<file path="config.mk">
export PLATFORM = sky130hd
export DESIGN_NAME = clock_status_and_mode_straps
export DESIGN_NICKNAME = d
export VERILOG_FILES = /design/src/hw/clk_status_pkg.sv /design/src/hw/sync_bits.sv /design/src/hw/phase_drive_encoder.sv /design/src/hw/clock_status_and_mode_straps.sv
export SDC_FILE = /design/constraint.sdc
export NUM_CORES = 1
export LEC_CHECK = 0
export BUFFER_PORTS_ARGS = -buffer_cell sky130_fd_sc_hd__buf_2
export CAP_MARGIN = 20
export CORE_UTILIZATION = 45
export DETAILED_ROUTE_END_ITERATION = 7
export HOLD_SLACK_MARGIN = 0.1
export PLACE_DENSITY = 0.76
export SLEW_MARGIN = 20
export SYNTH_ARGS = -nofsm -noshare
export SYNTH_HDL_FRONTEND = slang
export SYNTH_SLANG_ARGS = --single-unit
</file>
<file path="constraint.sdc">
create_clock -name i_clk -period 1.9 [get_ports i_clk]
set_input_delay 0.19 -clock i_clk [delete_from_list [all_inputs] [get_ports i_clk]]
set_output_delay 0.19 -clock i_clk [all_outputs]
set_load 0.005 [all_outputs]
</file>
<file path="src/hw/clk_status_pkg.sv">
package clk_status_pkg;

    // management command codes of the readable words
    localparam logic [7:0] CMD_SYSTEM_STATUS   = 8'hDC;
    localparam logic [7:0] CMD_PART_IDENTIFIER = 8'hAD;
    localparam logic [7:0] CMD_SILICON_REV     = 8'hAE;
    localparam logic [7:0] CMD_CLOCK_HEALTH    = 8'hDF;

    // field positions of the clock health status byte
    localparam int CLK_SRC_BIT      = 0;
    localparam int PLL_LOCK_BIT     = 1;
    localparam int SS_DONE_BIT      = 2;
    localparam int SOFT_ON_BIT      = 3;
    localparam int SRC_CHANGED_BIT  = 4;
    localparam int LOOP_SHORT_BIT   = 5;
    localparam int FREQ_HEALTH_LSB  = 6;

    // field positions of the system status byte
    localparam int SW_MODE_BIT      = 3;
    localparam int PROT_MODE_BIT    = 4;
    localparam int OUT_MODE_BIT     = 5;

    // frequency pin health codes
    localparam logic [1:0] FREQ_OK         = 2'h0;
    localparam logic [1:0] FREQ_SHORT_LOW  = 2'h1;
    localparam logic [1:0] FREQ_OPEN_HIGH  = 2'h2;

    // mode strap comparator levels
    localparam logic [1:0] STRAP_GND       = 2'h0;
    localparam logic [1:0] STRAP_1V0       = 2'h1;
    localparam logic [1:0] STRAP_2V05      = 2'h2;
    localparam logic [1:0] STRAP_SUPPLY    = 2'h3;

    // values after reset
    localparam logic [7:0]  STATUS_RESET   = 8'h00;
    localparam logic [15:0] RD_DATA_RESET  = 16'h0000;

    // arbitrary neutral identification values
    localparam logic [15:0] PART_ID_DEFAULT  = 16'h5A01;
    localparam logic [15:0] SILICON_REV_DEFAULT = 16'h0101;

    // strap settling window after reset release
    localparam int CLK_PERIOD_PS      = 4000;
    localparam int STRAP_SETTLE_NS    = 2000;
    localparam int STRAP_SETTLE_CYC   = (STRAP_SETTLE_NS * 1000 + CLK_PERIOD_PS - 1)
                                        / CLK_PERIOD_PS;
    localparam int STRAP_CNT_W        = 10;

    // switching sequencer states
    typedef enum logic [1:0] {
        SW_IDLE,
        SW_RUN,
        SW_WAIT_ZERO,
        SW_RESTART
    } sw_state_t;

endpackage

</file>
<file path="src/hw/sync_bits.sv">
`timescale 1ns/1ps
`default_nettype none

module sync_bits #(
    parameter int WIDTH = 1
) (
    // clock and reset
    input  wire logic             i_clk,
    input  wire logic             i_rst_n,
    // asynchronous levels in, synchronised levels out
    input  wire logic [WIDTH-1:0] i_async,
    output logic      [WIDTH-1:0] o_sync
);

    typedef struct packed {
        logic [WIDTH-1:0] stage1;
        logic [WIDTH-1:0] stage2;
    } sync_state_t;

    sync_state_t cur;
    sync_state_t next_cur;

    // stage1 feeds stage2 only, never logic
    always_comb
    begin
        next_cur        = cur;
        next_cur.stage1 = i_async;
        next_cur.stage2 = cur.stage1;
    end

    always_ff @(posedge i_clk)
    begin
        if (!i_rst_n)
        begin
            cur <= '0;
        end
        else
        begin
            cur <= next_cur;
        end
    end

    assign o_sync = cur.stage2;

endmodule

`default_nettype wire

</file>
<file path="src/hw/phase_drive_encoder.sv">
`timescale 1ns/1ps
`default_nettype none

module phase_drive_encoder #(
    parameter int PHASES = 4
) (
    // clock and reset
    input  wire logic              i_clk,
    input  wire logic              i_rst_n,
    // control
    input  wire logic              i_enable,
    input  wire logic              i_tri_state,
    input  wire logic [PHASES-1:0] i_high_side_on,
    // per phase level and mid-level request
    output logic      [PHASES-1:0] o_level,
    output logic      [PHASES-1:0] o_mid
);

    typedef struct packed {
        logic [PHASES-1:0] level;
        logic [PHASES-1:0] mid;
    } enc_state_t;

    enc_state_t cur;
    enc_state_t next_cur;

    // both switches off shows as mid level only in three-state mode
    always_comb
    begin
        next_cur = cur;
        for (int p = 0; p < PHASES; p++)
        begin
            next_cur.level[p] = i_enable & i_high_side_on[p];
            next_cur.mid[p]   = ~i_enable & i_tri_state;
        end
    end

    always_ff @(posedge i_clk)
    begin
        if (!i_rst_n)
        begin
            cur <= '0;
        end
        else
        begin
            cur <= next_cur;
        end
    end

    assign o_level = cur.level;
    assign o_mid   = cur.mid;

endmodule

`default_nettype wire

</file>
<file path="src/hw/clock_status_and_mode_straps.sv">
//
// Overview of operation
// - Status bit 0 shows clock source: zero internal oscillator, one external clock.
// - Status bit 1 set only when locked; unlocked withholds clock output and switching.
// - Status bit 2 set after main soft-start finishes, zero before.
// - Status bit 3 zero during soft-on transition, one in normal operation.
// - Status bit 4 set when clock source changes either way.
// - Status bit 5 set when loop filter pin is shorted to ground.
// - Status bits 7:6: 00 ok, 01 shorted low, 10 open or high.
// - Fixed read-only two-byte silicon revision word at command 0xAE.
// - Direction pin high selects boost, low selects buck.
// - Direction change while switching: stop phases, await zero cross, soft-start anew.
// - Three-state mode: high drives high side, low drives low side, mid both off.
// - Mode strap sampled only at startup, latched and kept afterwards.
// - Strap levels: ground diode hiccup, 1.0V pwm hiccup, 2.05V diode latch, supply pwm latch.
// - Latched switching mode and fault response readable in the system status byte.
//
`timescale 1ns/1ps
`default_nettype none

module clock_status_and_mode_straps #(
    parameter int          PHASES        = 4,
    parameter logic [15:0] PART_ID       = clk_status_pkg::PART_ID_DEFAULT,     // arbitrary
    parameter logic [15:0] SILICON_REV   = clk_status_pkg::SILICON_REV_DEFAULT  // arbitrary
) (
    // clock and reset
    input  wire logic              i_clk,
    input  wire logic              i_rst_n,
    // management read port
    input  wire logic              i_rd_req,
    input  wire logic [7:0]        i_rd_cmd,
    output logic                   o_rd_valid,
    output logic                   o_rd_hit,
    output logic      [15:0]       o_rd_data,
    // clock and loop monitors from the analog side
    input  wire logic              i_ext_clock_used,
    input  wire logic              i_pll_locked,
    input  wire logic              i_soft_start_done,
    input  wire logic              i_soft_on_done,
    input  wire logic              i_loop_filter_short,
    input  wire logic              i_freq_set_pin_low,
    input  wire logic              i_freq_set_pin_high,
    // control pins from the microcontroller and straps
    input  wire logic              i_direction_select_pin,
    input  wire logic              i_switch_enable_pin,
    input  wire logic              i_tri_state_select_pin,
    input  wire logic [1:0]        i_mode_strap_level,
    input  wire logic              i_zero_cross,
    // modulator demand, same clock
    input  wire logic [PHASES-1:0] i_phase_demand,
    // clock output and phase drive
    output logic                   o_clock_output_pin_en,
    output logic      [PHASES-1:0] o_phase_drive_outputs,
    output logic      [PHASES-1:0] o_phase_drive_mid,
    // converter mode
    output logic                   o_boost_mode,
    output logic                   o_switching_active,
    output logic                   o_soft_start_req,
    output logic                   o_diode_emulation,
    output logic                   o_hiccup_mode,
    output logic                   o_strap_latched
);

    localparam int NSYNC = 13;

    // synchronised pin levels
    logic [NSYNC-1:0] pins_s;
    logic             ext_clk_s;
    logic             locked_s;
    logic             ss_done_s;
    logic             soft_on_s;
    logic             loop_short_s;
    logic             freq_low_s;
    logic             freq_high_s;
    logic             dir_s;
    logic             enable_s;
    logic             tri_s;
    logic [1:0]       strap_s;
    logic             zero_s;

    sync_bits #(
        .WIDTH   (NSYNC)
    ) u_sync (
        .i_clk   (i_clk),
        .i_rst_n (i_rst_n),
        .i_async ({i_ext_clock_used, i_pll_locked, i_soft_start_done, i_soft_on_done,
                   i_loop_filter_short, i_freq_set_pin_low, i_freq_set_pin_high,
                   i_direction_select_pin, i_switch_enable_pin, i_tri_state_select_pin,
                   i_mode_strap_level, i_zero_cross}),
        .o_sync  (pins_s)
    );

    assign ext_clk_s    = pins_s[12];
    assign locked_s     = pins_s[11];
    assign ss_done_s    = pins_s[10];
    assign soft_on_s    = pins_s[9];
    assign loop_short_s = pins_s[8];
    assign freq_low_s   = pins_s[7];
    assign freq_high_s  = pins_s[6];
    assign dir_s        = pins_s[5];
    assign enable_s     = pins_s[4];
    assign tri_s        = pins_s[3];
    assign strap_s      = pins_s[2:1];
    assign zero_s       = pins_s[0];

    typedef struct packed {
        clk_status_pkg::sw_state_t      sw;
        logic                           boost;
        logic                           restart_pend;
        logic                           ss_req;
        logic                           src_prev;
        logic                           src_prev_ok;
        logic                           src_changed;
        logic                           strap_done;
        logic [clk_status_pkg::STRAP_CNT_W-1:0] strap_cnt;
        logic                           diode_emul;
        logic                           hiccup;
        logic                           tri_mode;
        logic                           clk_out_en;
        logic [7:0]                     health;
        logic                           rd_valid;
        logic                           rd_hit;
        logic [15:0]                    rd_data;
    } top_state_t;

    top_state_t cur;
    top_state_t next_cur;

    // frequency pin health code; the open-high fault wins if both monitors fire
    function automatic logic [1:0] freq_code(input logic low_f, input logic high_f);
        freq_code = high_f ? clk_status_pkg::FREQ_OPEN_HIGH
                  : (low_f ? clk_status_pkg::FREQ_SHORT_LOW : clk_status_pkg::FREQ_OK);
    endfunction

    // strap decode: odd levels force pwm, upper levels latch off
    function automatic logic strap_is_diode(input logic [1:0] lvl);
        strap_is_diode = (lvl == clk_status_pkg::STRAP_GND)
                       | (lvl == clk_status_pkg::STRAP_2V05);
    endfunction

    function automatic logic strap_is_hiccup(input logic [1:0] lvl);
        strap_is_hiccup = (lvl == clk_status_pkg::STRAP_GND)
                        | (lvl == clk_status_pkg::STRAP_1V0);
    endfunction

    logic [7:0] sys_status;
    logic       may_switch;

    always_comb
    begin
        sys_status = clk_status_pkg::STATUS_RESET;
        sys_status[clk_status_pkg::SW_MODE_BIT]   = ~cur.diode_emul;
        sys_status[clk_status_pkg::PROT_MODE_BIT] = cur.hiccup;
        sys_status[clk_status_pkg::OUT_MODE_BIT]  = cur.tri_mode;
    end

    // no switching before lock and strap capture
    assign may_switch = enable_s & locked_s & cur.strap_done;

    always_comb
    begin
        next_cur        = cur;
        next_cur.ss_req = 1'b0;

        // strap sampled once after the settling window, then frozen
        if (!cur.strap_done)
        begin
            if (cur.strap_cnt == clk_status_pkg::STRAP_CNT_W'(clk_status_pkg::STRAP_SETTLE_CYC))
            begin
                next_cur.strap_done = 1'b1;
                next_cur.diode_emul = strap_is_diode(strap_s);
                next_cur.hiccup     = strap_is_hiccup(strap_s);
                next_cur.tri_mode   = tri_s;
            end
            else
            begin
                next_cur.strap_cnt = cur.strap_cnt + 1'b1;
            end
        end

        // source change flag, sticky until reset; armed late so sync flush is no change
        next_cur.src_prev    = ext_clk_s;
        next_cur.src_prev_ok = cur.strap_done;
        if (cur.src_prev_ok && (ext_clk_s != cur.src_prev))
        begin
            next_cur.src_changed = 1'b1;
        end

        // clock output only while locked
        next_cur.clk_out_en = locked_s;

        // switching sequencer
        case (cur.sw)
            clk_status_pkg::SW_IDLE:
            begin
                next_cur.boost = dir_s;
                if (may_switch)
                begin
                    next_cur.sw = clk_status_pkg::SW_RUN;
                end
            end
            clk_status_pkg::SW_RUN:
            begin
                if (!may_switch)
                begin
                    next_cur.sw           = clk_status_pkg::SW_IDLE;
                    next_cur.restart_pend = 1'b0;
                end
                else if (dir_s != cur.boost)
                begin
                    // tolerated reversal on the fly
                    next_cur.sw = clk_status_pkg::SW_WAIT_ZERO;
                end
                else if (ss_done_s)
                begin
                    next_cur.restart_pend = 1'b0;
                end
            end
            clk_status_pkg::SW_WAIT_ZERO:
            begin
                if (!may_switch)
                begin
                    next_cur.sw = clk_status_pkg::SW_IDLE;
                end
                else if (zero_s)
                begin
                    next_cur.sw = clk_status_pkg::SW_RESTART;
                end
            end
            clk_status_pkg::SW_RESTART:
            begin
                next_cur.boost        = dir_s;
                next_cur.ss_req       = 1'b1;
                next_cur.restart_pend = 1'b1;
                next_cur.sw           = may_switch ? clk_status_pkg::SW_RUN
                                                   : clk_status_pkg::SW_IDLE;
            end
            default:
            begin
                next_cur.sw = clk_status_pkg::SW_IDLE;
            end
        endcase

        // clock health byte, refreshed every cycle
        next_cur.health = clk_status_pkg::STATUS_RESET;
        next_cur.health[clk_status_pkg::CLK_SRC_BIT]     = ext_clk_s;
        next_cur.health[clk_status_pkg::PLL_LOCK_BIT]    = locked_s;
        next_cur.health[clk_status_pkg::SS_DONE_BIT]     = ss_done_s
                                                         & ~next_cur.restart_pend;
        next_cur.health[clk_status_pkg::SOFT_ON_BIT]     = soft_on_s
                                                         & ~next_cur.restart_pend;
        next_cur.health[clk_status_pkg::SRC_CHANGED_BIT] = next_cur.src_changed;
        next_cur.health[clk_status_pkg::LOOP_SHORT_BIT]  = loop_short_s;
        next_cur.health[clk_status_pkg::FREQ_HEALTH_LSB +: 2] =
            freq_code(freq_low_s, freq_high_s);

        // read answer one cycle after the request
        next_cur.rd_valid = i_rd_req;
        next_cur.rd_hit   = 1'b0;
        next_cur.rd_data  = clk_status_pkg::RD_DATA_RESET;
        if (i_rd_req)
        begin
            case (i_rd_cmd)
                clk_status_pkg::CMD_PART_IDENTIFIER:
                begin
                    next_cur.rd_hit  = 1'b1;
                    next_cur.rd_data = PART_ID;
                end
                clk_status_pkg::CMD_SILICON_REV:
                begin
                    next_cur.rd_hit  = 1'b1;
                    next_cur.rd_data = SILICON_REV;
                end
                clk_status_pkg::CMD_CLOCK_HEALTH:
                begin
                    next_cur.rd_hit  = 1'b1;
                    next_cur.rd_data = {8'h00, cur.health};
                end
                clk_status_pkg::CMD_SYSTEM_STATUS:
                begin
                    next_cur.rd_hit  = 1'b1;
                    next_cur.rd_data = {8'h00, sys_status};
                end
                default:
                begin
                    next_cur.rd_hit  = 1'b0;
                end
            endcase
        end
    end

    always_ff @(posedge i_clk)
    begin
        if (!i_rst_n)
        begin
            cur    <= '0;
            cur.sw <= clk_status_pkg::SW_IDLE;
        end
        else
        begin
            cur <= next_cur;
        end
    end

    // phases stopped outside the run state
    phase_drive_encoder #(
        .PHASES         (PHASES)
    ) u_enc (
        .i_clk          (i_clk),
        .i_rst_n        (i_rst_n),
        .i_enable       (cur.sw == clk_status_pkg::SW_RUN),
        .i_tri_state    (cur.tri_mode),
        .i_high_side_on (i_phase_demand),
        .o_level        (o_phase_drive_outputs),
        .o_mid          (o_phase_drive_mid)
    );

    // register outputs
    assign o_rd_valid            = cur.rd_valid;
    assign o_rd_hit              = cur.rd_hit;
    assign o_rd_data             = cur.rd_data;
    assign o_clock_output_pin_en = cur.clk_out_en;
    assign o_boost_mode          = cur.boost;
    assign o_switching_active    = (cur.sw == clk_status_pkg::SW_RUN);
    assign o_soft_start_req      = cur.ss_req;
    assign o_diode_emulation     = cur.diode_emul;
    assign o_hiccup_mode         = cur.hiccup;
    assign o_strap_latched       = cur.strap_done;

endmodule

`default_nettype wire

</file>
-- After elaboration in Yosys (flattened, before gate mapping)
Index checks and enable logic that the tools add are counted.
- add/sub/neg operators: 1
- bitwise logic cells: 17
- equal/unequal tests: 15
- reduce and logical (&&, ||, !) cells: 10
- muxes and demuxes: 21
- operator list (operator ; number):
    one-hot mux 15 bit (4 select lines) ; 1
    == test 8 bit (second input constant) ; 4
    two-way mux 14 bit ; 1
    two-way mux 2 bit ; 6
    adder 10 x 1 -> 10 bit (second input constant) ; 1
    == test 10 x 9 -> 1 bit (second input constant) ; 1
    two-way mux 10 bit ; 1
    AND 1 bit ; 9
    two-way mux 1 bit ; 9
    one-hot mux 2 bit (4 select lines) ; 1
    == test 2 bit (second input constant) ; 3
    NOT 1 bit ; 6
    AND reduction 2 bit ; 3
    == test 2 x 1 -> 1 bit (second input constant) ; 2
    zero test 2 bit ; 2
    OR reduction 2 bit ; 2
    OR reduction 4 bit ; 1
    two-way mux 3 bit ; 1
    inequality test 3 x 2 -> 1 bit (second input constant) ; 1
    inequality test 3 bit (second input constant) ; 1
    AND reduction 3 bit ; 1
    inequality test 1 bit ; 2
    inequality test 2 bit (second input constant) ; 1
    OR 1 bit ; 2
    other kinds (2) ; 2
- logic and storage cells: 86
- bits in registers: 80

-- Depth between registers and ports, before layout
Gate-level depths: netlist of run 1.
- depth in word-level cells: 6
- mapped depth: 7

-- By module
From an unflattened synthesis of run 1, not the netlist that was laid out.
- cells, all modules: 265
- area, all modules: 2760.1 sq um
- modules (own cells, without submodules) (module ; instances ; area an instance (sq um) ; cells an instance):
    clock_status_and_mode_straps ; 1 ; 1775.5 ; 185
    sync_bits ; 1 ; 828.3 ; 67
    phase_drive_encoder ; 1 ; 156.4 ; 13

-- Worst setup path before layout of run 1
Ideal clock, no wire load.
- kind: register to register
- start: register cur[48] (netlist name)
- end: register cur[47] (netlist name)
- data arrival time: 1.262 ns
- library setup time: 0.091 ns
- stages on the path, launching flop included: 6
- data required time: 1.809 ns
- buffers on the path: 0
- path slack: 0.547 ns
- cells stage by stage: dfxtp_1 -> inv_1 -> ha_1 -> a221oi_2 -> nor2_1 -> a311oi_1
- cells in the longest elaborated chain, start to end: 3
- elaborated cells between the ends (all ways): 9
- those cells by class: eq/ne: 6; mux: 1; reduce/logical: 2
- RTL lines (what ; RTL line ; source):
    from (decl) ; clock_status_and_mode_straps.sv:126 ; top_state_t cur;
    from (signal assigned) ; clock_status_and_mode_straps.sv:301 ; cur <= next_cur;
    == test 2 x 1 -> 1 bit (*) ; - ;
    net o_switching_active ; clock_status_and_mode_straps.sv:57 ; output logic o_switching_active,
    inequality test 3 bit (no source line) ; - ;
    AND reduction 3 bit (no source line) ; - ;
Mark *: on every way through the listed nets, which the timed path passes. The rest lies on a longest branch.
A chain may end at the register's enable or synchronous reset.

-- Worst setup path after layout of run 1
- start: register cur[48] (netlist name)
- end: register cur[47] (netlist name)
- cells in the longest elaborated chain, start to end: 3
- elaborated cells between the ends (all ways): 9
- those cells by class: eq/ne: 6; mux: 1; reduce/logical: 2
- RTL lines (what ; RTL line ; source):
    == test 2 bit (tied with other cells) ; clock_status_and_mode_straps.sv:193 ; case (cur.sw)
    inequality test 3 x 2 -> 1 bit (no source line) (tied with other cells) ; - ;
    AND reduction 3 bit (no source line) ; - ;
Parallel ways exist; a longest one is shown, timed or not.

==> summary.txt, run 1 <==
Finish
  • FF+latch area: 1421 um2
  • Area of the multi-input gates: 992.2 um2
  • Final Util: 57.59%
  • Antenna Cells: 0
  • Fin area: 3191 um2
  • Final Non-Filler Cells: 392
  • Layout cells sized above 1: 25.31%
  • # fillers: 475
  • Area growth, synth to finish: 22.42%
  • Layout Nets: 349

Floorplan
  • Initial Utilization: 47.04%
  • Total die area: 6100 um2
  • Die Height: 78.10 um
  • Core box area: 5540 um2
  • Io pins: 61
  • Row count: 27
  • Die width: 78.10 um

Place
  • Setup WS pre-CTS: 0.4081 ns
  • Placement Cell Area: 2823 um2
  • RD Place Congestion: 0.7705
  • PortBufs: 57
  • Cell count after placement: 359
  • Placed wire-length estimate: 2.760 mm

STA
  • Unrepaired setup endpoints after global routing: no
  • Final WS setup: 0.3530 ns
  • Fmax: 0.6464 GHz
  • TNS Setup: 0 ns
  • Period utilization: 81.42%
  • Slew Viols, Final: 0
  • Final Hold Viols: 0
  • Period minus WS final: 1.547 ns
  • Final Skew: 0.01104 ns
  • Setup violation total in the final timing report: 0
  • Hold WS: 0.1103 ns

Synth
  • Sequential element share of the synthesized area: 54.54%
  • Cells after synthesis: 254
  • #FFs+latches synth: 71
  • Yosys cell types: 40
  • Avg Cell Area, Syn: 10.26 um2
  • Yosys warns: 0
  • Post-Syn Area: 2606 um2

Global route
  • First-pass GRT wire length: 6.996 mm
  • Total GRT Usage: 15.01%
  • Initial antenna violation count: 0
  • Vias in the first global route: 1616
  • Largest net degree at the start of global routing: 31
  • Gr ovfl total: 0

Worst setup path
  • Internal reg-to-reg setup slack: 0.35 ns
  • RR Endpoint: cur[47]
  • WP data required: 2.16 ns
  • Crit-path cells: inv_1 -> ha_1 -> a221oi_2 -> nor2_1 -> a311oi_1
  • WP data arrival: 1.80 ns
  • Crit Reg-Reg Startpoint: cur[48]
  • Crit. Startpoint: cur[48]
  • Startpoint Class: register
  • Worst-path fanout max: 9
  • Worst r2r path cells: 5
  • CP Class: register to register
  • Max incr delay on CP: 0.40 ns
  • Setup crit end kind: register
  • Slowest cell on the critical path: dfxtp_1
  • Worst setup endpoint: cur[47]

Power and ir drop
  • Pwr Density: 895.4 nW/um2
  • Leak pwr: 1.464 nW
  • Pwr Total: 2.857 mW
  • Peak supply drop: 0.0004729 V

Worst hold path
  • Hold/Removal Path Class: input pin to register

Clock tree
  • CTS Buffer Depth: 2
  • TritonCTS clock tree: yes
  • Root buffer cell: clkbuf_8
  • Worst-path clk slew: 0.08 ns
  • # resized after CTS: 0
  • TritonCTS Buffers: 9
  • Clk_lat worst skew: 0.35 ns
  • Clock sinks: 71
  • CTS H-tree lvls: 3

Job
  • Max cap viols: 0

Run status
  • Status: finished clean

Route
  • DR vias/cell: 4.508
  • ANT nets after route: 0
  • # DRC: 0
  • Vias: 1767
  • Drt pass-1 iters: 4
  • Routed wire length per instance: 10.58 um
  • Initial drt markers: 85
  • DRT Wirelength: 4.149 mm
==> registers in the layout, indices dropped and copies added, names as in the netlist, 4 cells and up <==
name,count
cur,23
u_sync.cur,13
u_sync.o_sync,13
o_rd_data,10
u_enc.o_level,4
==> cells in the mapped netlist, drive strengths merged <==
cell	instances	area, um2
and3	10	63.81
conb	1	3.750
nand3	8	40.04
mux2i	3	30.03
nand3b	1	7.510
and4	1	8.760
or3b	1	8.760
a31oi	3	25.02
or3	2	12.51
a21boi	2	15.01
and4b	2	20.02
inv	5	18.77
nand4	1	6.260
a41oi	1	8.760
ha	6	75.07
nand2b	2	12.51
o21ai	7	35.03
o22ai	1	6.260
and3b	3	26.28
a21oi	4	20.02
nor2b	8	52.55
o211a	2	20.02
a221oi	1	15.01
and2b	1	8.760
clkbuf	7	26.28
o21ba	1	10.01
buf	21	155.1
xnor2	6	52.55
a311oi	2	17.52
xor2	1	8.760
dfxtp	71	1421
nor3	3	15.01
nand2	13	48.80
o211ai	1	7.510
nor2	9	33.78
and2	43	269.0
==> area by class of cell <==
| class | count | area share (%) |
|---|---|---|
| clock buffer | 11 | 4.431 |
| multi-input combinational | 152 | 31.10 |
| timing repair buffer | 76 | 14.75 |
| clock inverter | 5 | 1.765 |
| sequential | 71 | 44.55 |
| tap | 72 | 2.824 |
| inverter | 5 | 0.5882 |
==> layout by cell type, fill, tap and decap left out, types with 2 or more instances in the layout <==
cell type / instances
dfxtp_1: 71
buf_2: 57
and2_1: 43
dlygate4sd3_1: 17
nand2_1: 13
clkbuf_8: 10
and3_1: 9
nor2_1: 9
nand3_1: 8
nor2b_1: 7
o21ai_0: 7
xnor2_1: 6
ha_1: 6
inv_1: 5
a21oi_1: 4
mux2i_1: 3
and3b_1: 3
nor3_1: 3
conb_1: 3
a311oi_1: 2
and4b_1: 2
o211a_1: 2
nand2b_1: 2
a31oi_1: 2
or3_1: 2
a21boi_1: 2
clkinv_2: 2
buf_4: 2
==> metal layers <==
metal | track usage [%] | share of wire [%] | routed length (um) | vias to the layer above
met3 | 5.000 | 5.8 | 242 | 5
met4 | 10.00 | 0.87 | 36 | 0
met5 | 0 | 0 | 0 | -
met2 | 22.89 | 45 | 1884 | 57
li1 | - | - | - | 937
met1 | 17.94 | 48 | 1985 | 768
==> worst min-delay path by stage <==
| stage | startpoint | slack, ns | endpoint | depth (start not counted) |
|---|---|---|---|---|
| after floorplan | i_zero_cross | 0.32 | u_sync.cur[13] | 1 |
| after global placement | u_sync.o_sync[6] | 0.39 | cur[24] | 1 |
| after detailed placement | u_sync.o_sync[6] | 0.39 | cur[24] | 1 |
| after CTS | i_rd_req | 0.10 | o_rd_valid | 2 |
| after global routing | i_rd_req | 0.13 | o_rd_valid | 2 |
| final | i_rd_req | 0.11 | o_rd_valid | 2 |
==> power breakdown <==
part	switching, mW	total, mW	internal [mW]
clock network	0.532	1.17	0.642
registers	0.0149	1.54	1.53
logic	0.0589	0.142	0.0829
total	0.606	2.86	2.25
==> cell families after synthesis <==
logic type,share of synthesized area (%)
buffers and inverters,7.681
DFF,54.54
other,0.1439
xor gates and xnor gates,2.352
AOI/OAI and AO/OA,6.913
muxes,1.152
adders and majority gates,2.880
and+or+nand+nor,24.34
==> worst max-delay path, delay by kind of cell, from the launching register on <==
family,cells,cell delay [ns]
compound gates,2,0.57
fa+ha+maj,1,0.29
flops,1,0.40
simple gates,1,0.10
buf+inv,1,0.11
==> timing repair <==
action / in CTS / in global routing
endpoints found under the hold margin: 17 / 0
setup buffers: 0 / 0
hold buffers: 17 / 0
Note: power is estimated with default switching activity, not from simulation.
==> run 2, diff against run 1 <==
Settings changed: ABC_AREA set to 1, PLACE_DENSITY 0.76 to 0.75.
Clock period 1.9 ns to 1.55 ns, I/O delays scaled along.
==> run 2 against run 1 <==
Synthesized cell count is 44% higher. Critical endpoint is now o_rd_data[8]. Via count is 28% higher. Count of clock-buffer cells in the layout is 2 lower. Largest cell class unchanged.
==> summary.txt, run 2 <==
STA
  • Period minus WS final: 1.456 ns
  • Final Hold Viols: 0 (unchanged)
  • Setup violation total in the final timing report: 0 (unchanged)
  • Final WS setup: 0.09438 ns (was 0.3530 ns)
  • Slew Viols, Final: 0 (unchanged)
  • Period utilization: 93.91%
  • Hold WS: 0.1227 ns (was 0.1103 ns)
  • Fmax: 0.6870 GHz
  • Final Skew: 0.006675 ns (was 0.01104 ns)

Synth
  • Ys flop type: dfxtp_1 (unchanged)
  • #FFs+latches synth: 71 (unchanged)
  • Commonest cells post-synth: 95 x nand2_1, 71 x dfxtp_1, 64 x inv_1 (was 71 x dfxtp_1, 43 x and2_1, 20 x buf_4)
  • Area contributors post-synth: dfxtp_1 51%, nand2_1 13%, inv_1 8.6%, buf_4 5.4%, nor2_1 5.3% (was dfxtp_1 55%, and2_1 10%, buf_4 5.8%, ha_1 2.9%, and3_1 2.2%)
  • Yosys cell types: 23 (was 40)
  • Avg Cell Area, Syn: 7.600 um2 (was 10.26 um2)
  • Leading cell type by number of instances after synthesis: nand2_1 (was dfxtp_1)
  • Post-synth top area share: 51.10% (was 54.54%)
  • Cells after synthesis: 366 (was 254)
  • Dominant cell type by area after synthesis: dfxtp_1 (unchanged)
  • Yosys warns: 0 (unchanged)
  • Post-synth EDFFs: 0 (unchanged)
  • Post-Syn Area: 2781 um2 (was 2606 um2)
  • Sequential element share of the synthesized area: 51.10% (was 54.54%)
  • Async SR Flop Fraction: 0% (unchanged)

Worst setup path
  • Max incr delay on CP: 0.59 ns (was 0.40 ns)
  • Crit-path cells: dlygate4sd3_1 -> buf_2 -> nor3_2 -> dlygate4sd3_1 -> nand2_1 -> nor2_1 (was inv_1 -> ha_1 -> a221oi_2 -> nor2_1 -> a311oi_1)
  • Setup crit end kind: register (unchanged)
  • CP delay by family, top: buffers and inverters (was compound AO/OA/AOI/OAI gates)
  • RR Endpoint: cur[34] (was cur[47])
  • Startpoint Class: input pin (was register)
  • Crit Reg-Reg Startpoint: cur[30] (was cur[48])
  • Worst r2r path cells: 8 (was 5)
  • Worst-path fanout max: 3 (was 9)
  • WP data arrival: 1.74 ns (was 1.80 ns)
  • Crit path buf inv count: 3 (was 1)
  • CP dominant cell by count: dlygate4sd3_1
  • Internal reg-to-reg setup slack: 0.11 ns (was 0.35 ns)
  • CP Class: input pin to register (was register to register)
  • Slowest cell on the critical path: dlygate4sd3_1 (was dfxtp_1)
  • WP data required: 1.83 ns (was 2.16 ns)

Floorplan
  • Core box area: 5956 um2 (was 5540 um2)
  • Row count: 28 (was 27)
  • Initial Utilization: 46.70% (was 47.04%)
  • Die Height: 80.62 um (was 78.10 um)
  • Total die area: 6500 um2 (was 6100 um2)
  • Io pins: 61 (unchanged)
  • Die width: 80.62 um (was 78.10 um)

Power and ir drop
  • Peak supply drop: 0.0006655 V (was 0.0004729 V)
  • Flop pwr share: 51.1% (was 53.9%)
  • Psw: 0.8256 mW (was 0.6063 mW)
  • Sw Share: 22.18% (was 21.22%)
  • Leak pwr: 1.808 nW (was 1.464 nW)
  • Pwr Density: 1069 nW/um2 (was 895.4 nW/um2)
  • P_int: 2.896 mW (was 2.250 mW)
  • Gate power share: 6.1% (was 5.0%)
  • Pwr Total: 3.721 mW (was 2.857 mW)
  • Clk network pwr share: 42.7% (was 41.1%)

Finish
  • Area growth, synth to finish: 25.19% (was 22.42%)
  • Commonest non-fill, non-tap cell in the layout: nand2_1 (was dfxtp_1)
  • Final Non-Filler Cells: 516 (was 392)
  • Largest Register: cur (unchanged)
  • Flip-flop count of the largest register after layout: 23 (unchanged)
  • Most frequent cells in the layout: 94 x nand2_1, 71 x dfxtp_1, 64 x inv_1 (was 71 x dfxtp_1, 57 x buf_2, 43 x and2_1)
  • Layout Nets: 470 (was 349)
  • Antenna Cells: 0 (unchanged)
  • Layout cells sized above 1: 20.41% (was 25.31%)

Clock tree
  • Clk_lat worst skew: 0.34 ns (was 0.35 ns)
  • Root buffer cell: clkbuf_8 (unchanged)
  • TritonCTS Buffers: 9 (unchanged)
  • CTS H-tree lvls: 3 (unchanged)
  • CTS Buffer Depth: 2 (unchanged)
  • Worst-path clk slew: 0.08 ns (about the same)
  • Clock sinks: 71 (unchanged)
  • TritonCTS clock tree: yes (unchanged)

Worst hold path
  • Min-delay src: i_rst_n (was i_rd_req)
  • Hold/Removal Path Class: input pin to register (unchanged)
  • Hold Path Cell Cnt: 3 (was 2)
  • Worst hold endpoint: o_rd_data[8] (was o_rd_valid)

Run status
  • Status: finished clean (unchanged)

Route
  • ANT nets after route: 0 (unchanged)
  • DR vias/cell: 4.366 (was 4.508)
  • Routed wire length per instance: 9.428 um (was 10.58 um)
  • DRT Wirelength: 4.865 mm (was 4.149 mm)
  • Drt pass-1 iters: 4 (unchanged)
  • Initial drt markers: 133 (was 85)
  • Vias: 2253 (was 1767)
  • # DRC: 0 (unchanged)

Global route
  • Largest net degree at the start of global routing: 29 (was 31)
  • First-pass GRT wire length: 8.059 mm (was 6.996 mm)
  • Total GRT Usage: 16.68% (was 15.01%)
  • Initial antenna violation count: 0 (unchanged)
  • Gr ovfl total: 0 (unchanged)
  • Vias in the first global route: 1914 (was 1616)

Place
  • PortBufs: 57 (unchanged)
  • RD Place Congestion: 0.8483 (was 0.7705)
  • Cell count after placement: 478 (was 359)
  • Placed wire-length estimate: 3.379 mm (was 2.760 mm)
  • Setup WS pre-CTS: 0.07970 ns (was 0.4081 ns)

Job
  • Max cap viols: 0 (unchanged)
==> run 2: cell types whose count changed after synthesis, moves of 9 or more <==
| cell | delta |
|---|---|
| nand2_1 | +82 |
| inv_1 | +59 |
| and2_1 | -43 |
| nor2_1 | +30 |
| nand3_1 | +11 |
| and3_1 | -9 |
==> run 2: repair_timing <==
action	4_1_cts	5_1_grt
buffers inserted	0	0
endpoints found under the setup margin	0	11
resized for setup	0	5
hold buffers	22	0
endpoints found under the hold margin	19	0
==> run 2: routing by layer <==
metal / global-route usage [%] / up-vias / wire [um]
li1: - / 1210 / -
met1: 19.09 / 957 / 2211
met2: 26.86 / 78 / 2217
met3: 6.023 / 8 / 341
met4: 9.107 / 0 / 95
met5: 0 / - / 0
==> run 2: worst min-delay path, delay by kind of cell <==
kind	cells	cell delay [ns]
AND/OR/NAND/NOR	2	0.14
buffers and inverters	1	0.13
==> run 2: power groups by stage <==
| stage | registers (mW) | clock network [mW] | logic [mW] |
|---|---|---|---|
| after global routing | 1.91 | 1.72 | 0.264 |
| after detailed placement | 1.94 | 0 | 0.188 |
| after floorplan | 1.94 | 0 | 0.120 |
| after CTS | 1.90 | 1.64 | 0.228 |
| after global placement | 1.94 | 0 | 0.184 |
| final | 1.90 | 1.59 | 0.229 |
==> run 2: logic make-up after synthesis <==
group,share of synthesized area (%)
and+or+nand+nor,25.19
buffers and inverters,15.43
DFF,51.10
AOI/OAI and AO/OA,4.498
adders and majority gates,2.699
xor gates and xnor gates,0.9448
other,0.1348
==> run 2: cell type report <==
class,count,area (um2)
Fill cell,575,2474
Sequential cell,71,1421
Multi-Input combinational cell,205,959.7
Timing Repair Buffer,84,543.0
Inverter,65,244.0
Clock buffer,9,123.9
Clock inverter,7,96.34
Tap cell,75,93.84
==> run 2: worst max path at each step <==
stage / start / to / cells past startpoint
2_1_floorplan: cur[30] / cur[39] / 7
3_3_place_gp: cur[30] / cur[34] / 8
3_5_place_dp: cur[30] / cur[32] / 8
4_1_cts: i_rd_cmd[6] / o_rd_data[8] / 6
5_1_grt: cur[30] / cur[32] / 8
6_report: i_rd_cmd[6] / o_rd_data[8] / 6
==> run 2: per-stage QoR <==
step | cell area (um2) | setup TNS [ns] | util [%]
2_1_floorplan | 2789 | 0 | -
3_3_place_gp | 3020 | 0 | 50.71
3_5_place_dp | 3020 | 0 | 50.71
4_1_cts | 3461 | 0 | 58.11
5_1_grt | 3482 | -0.07218 | 58.47
6_report | 3482 | 0 | 58.47
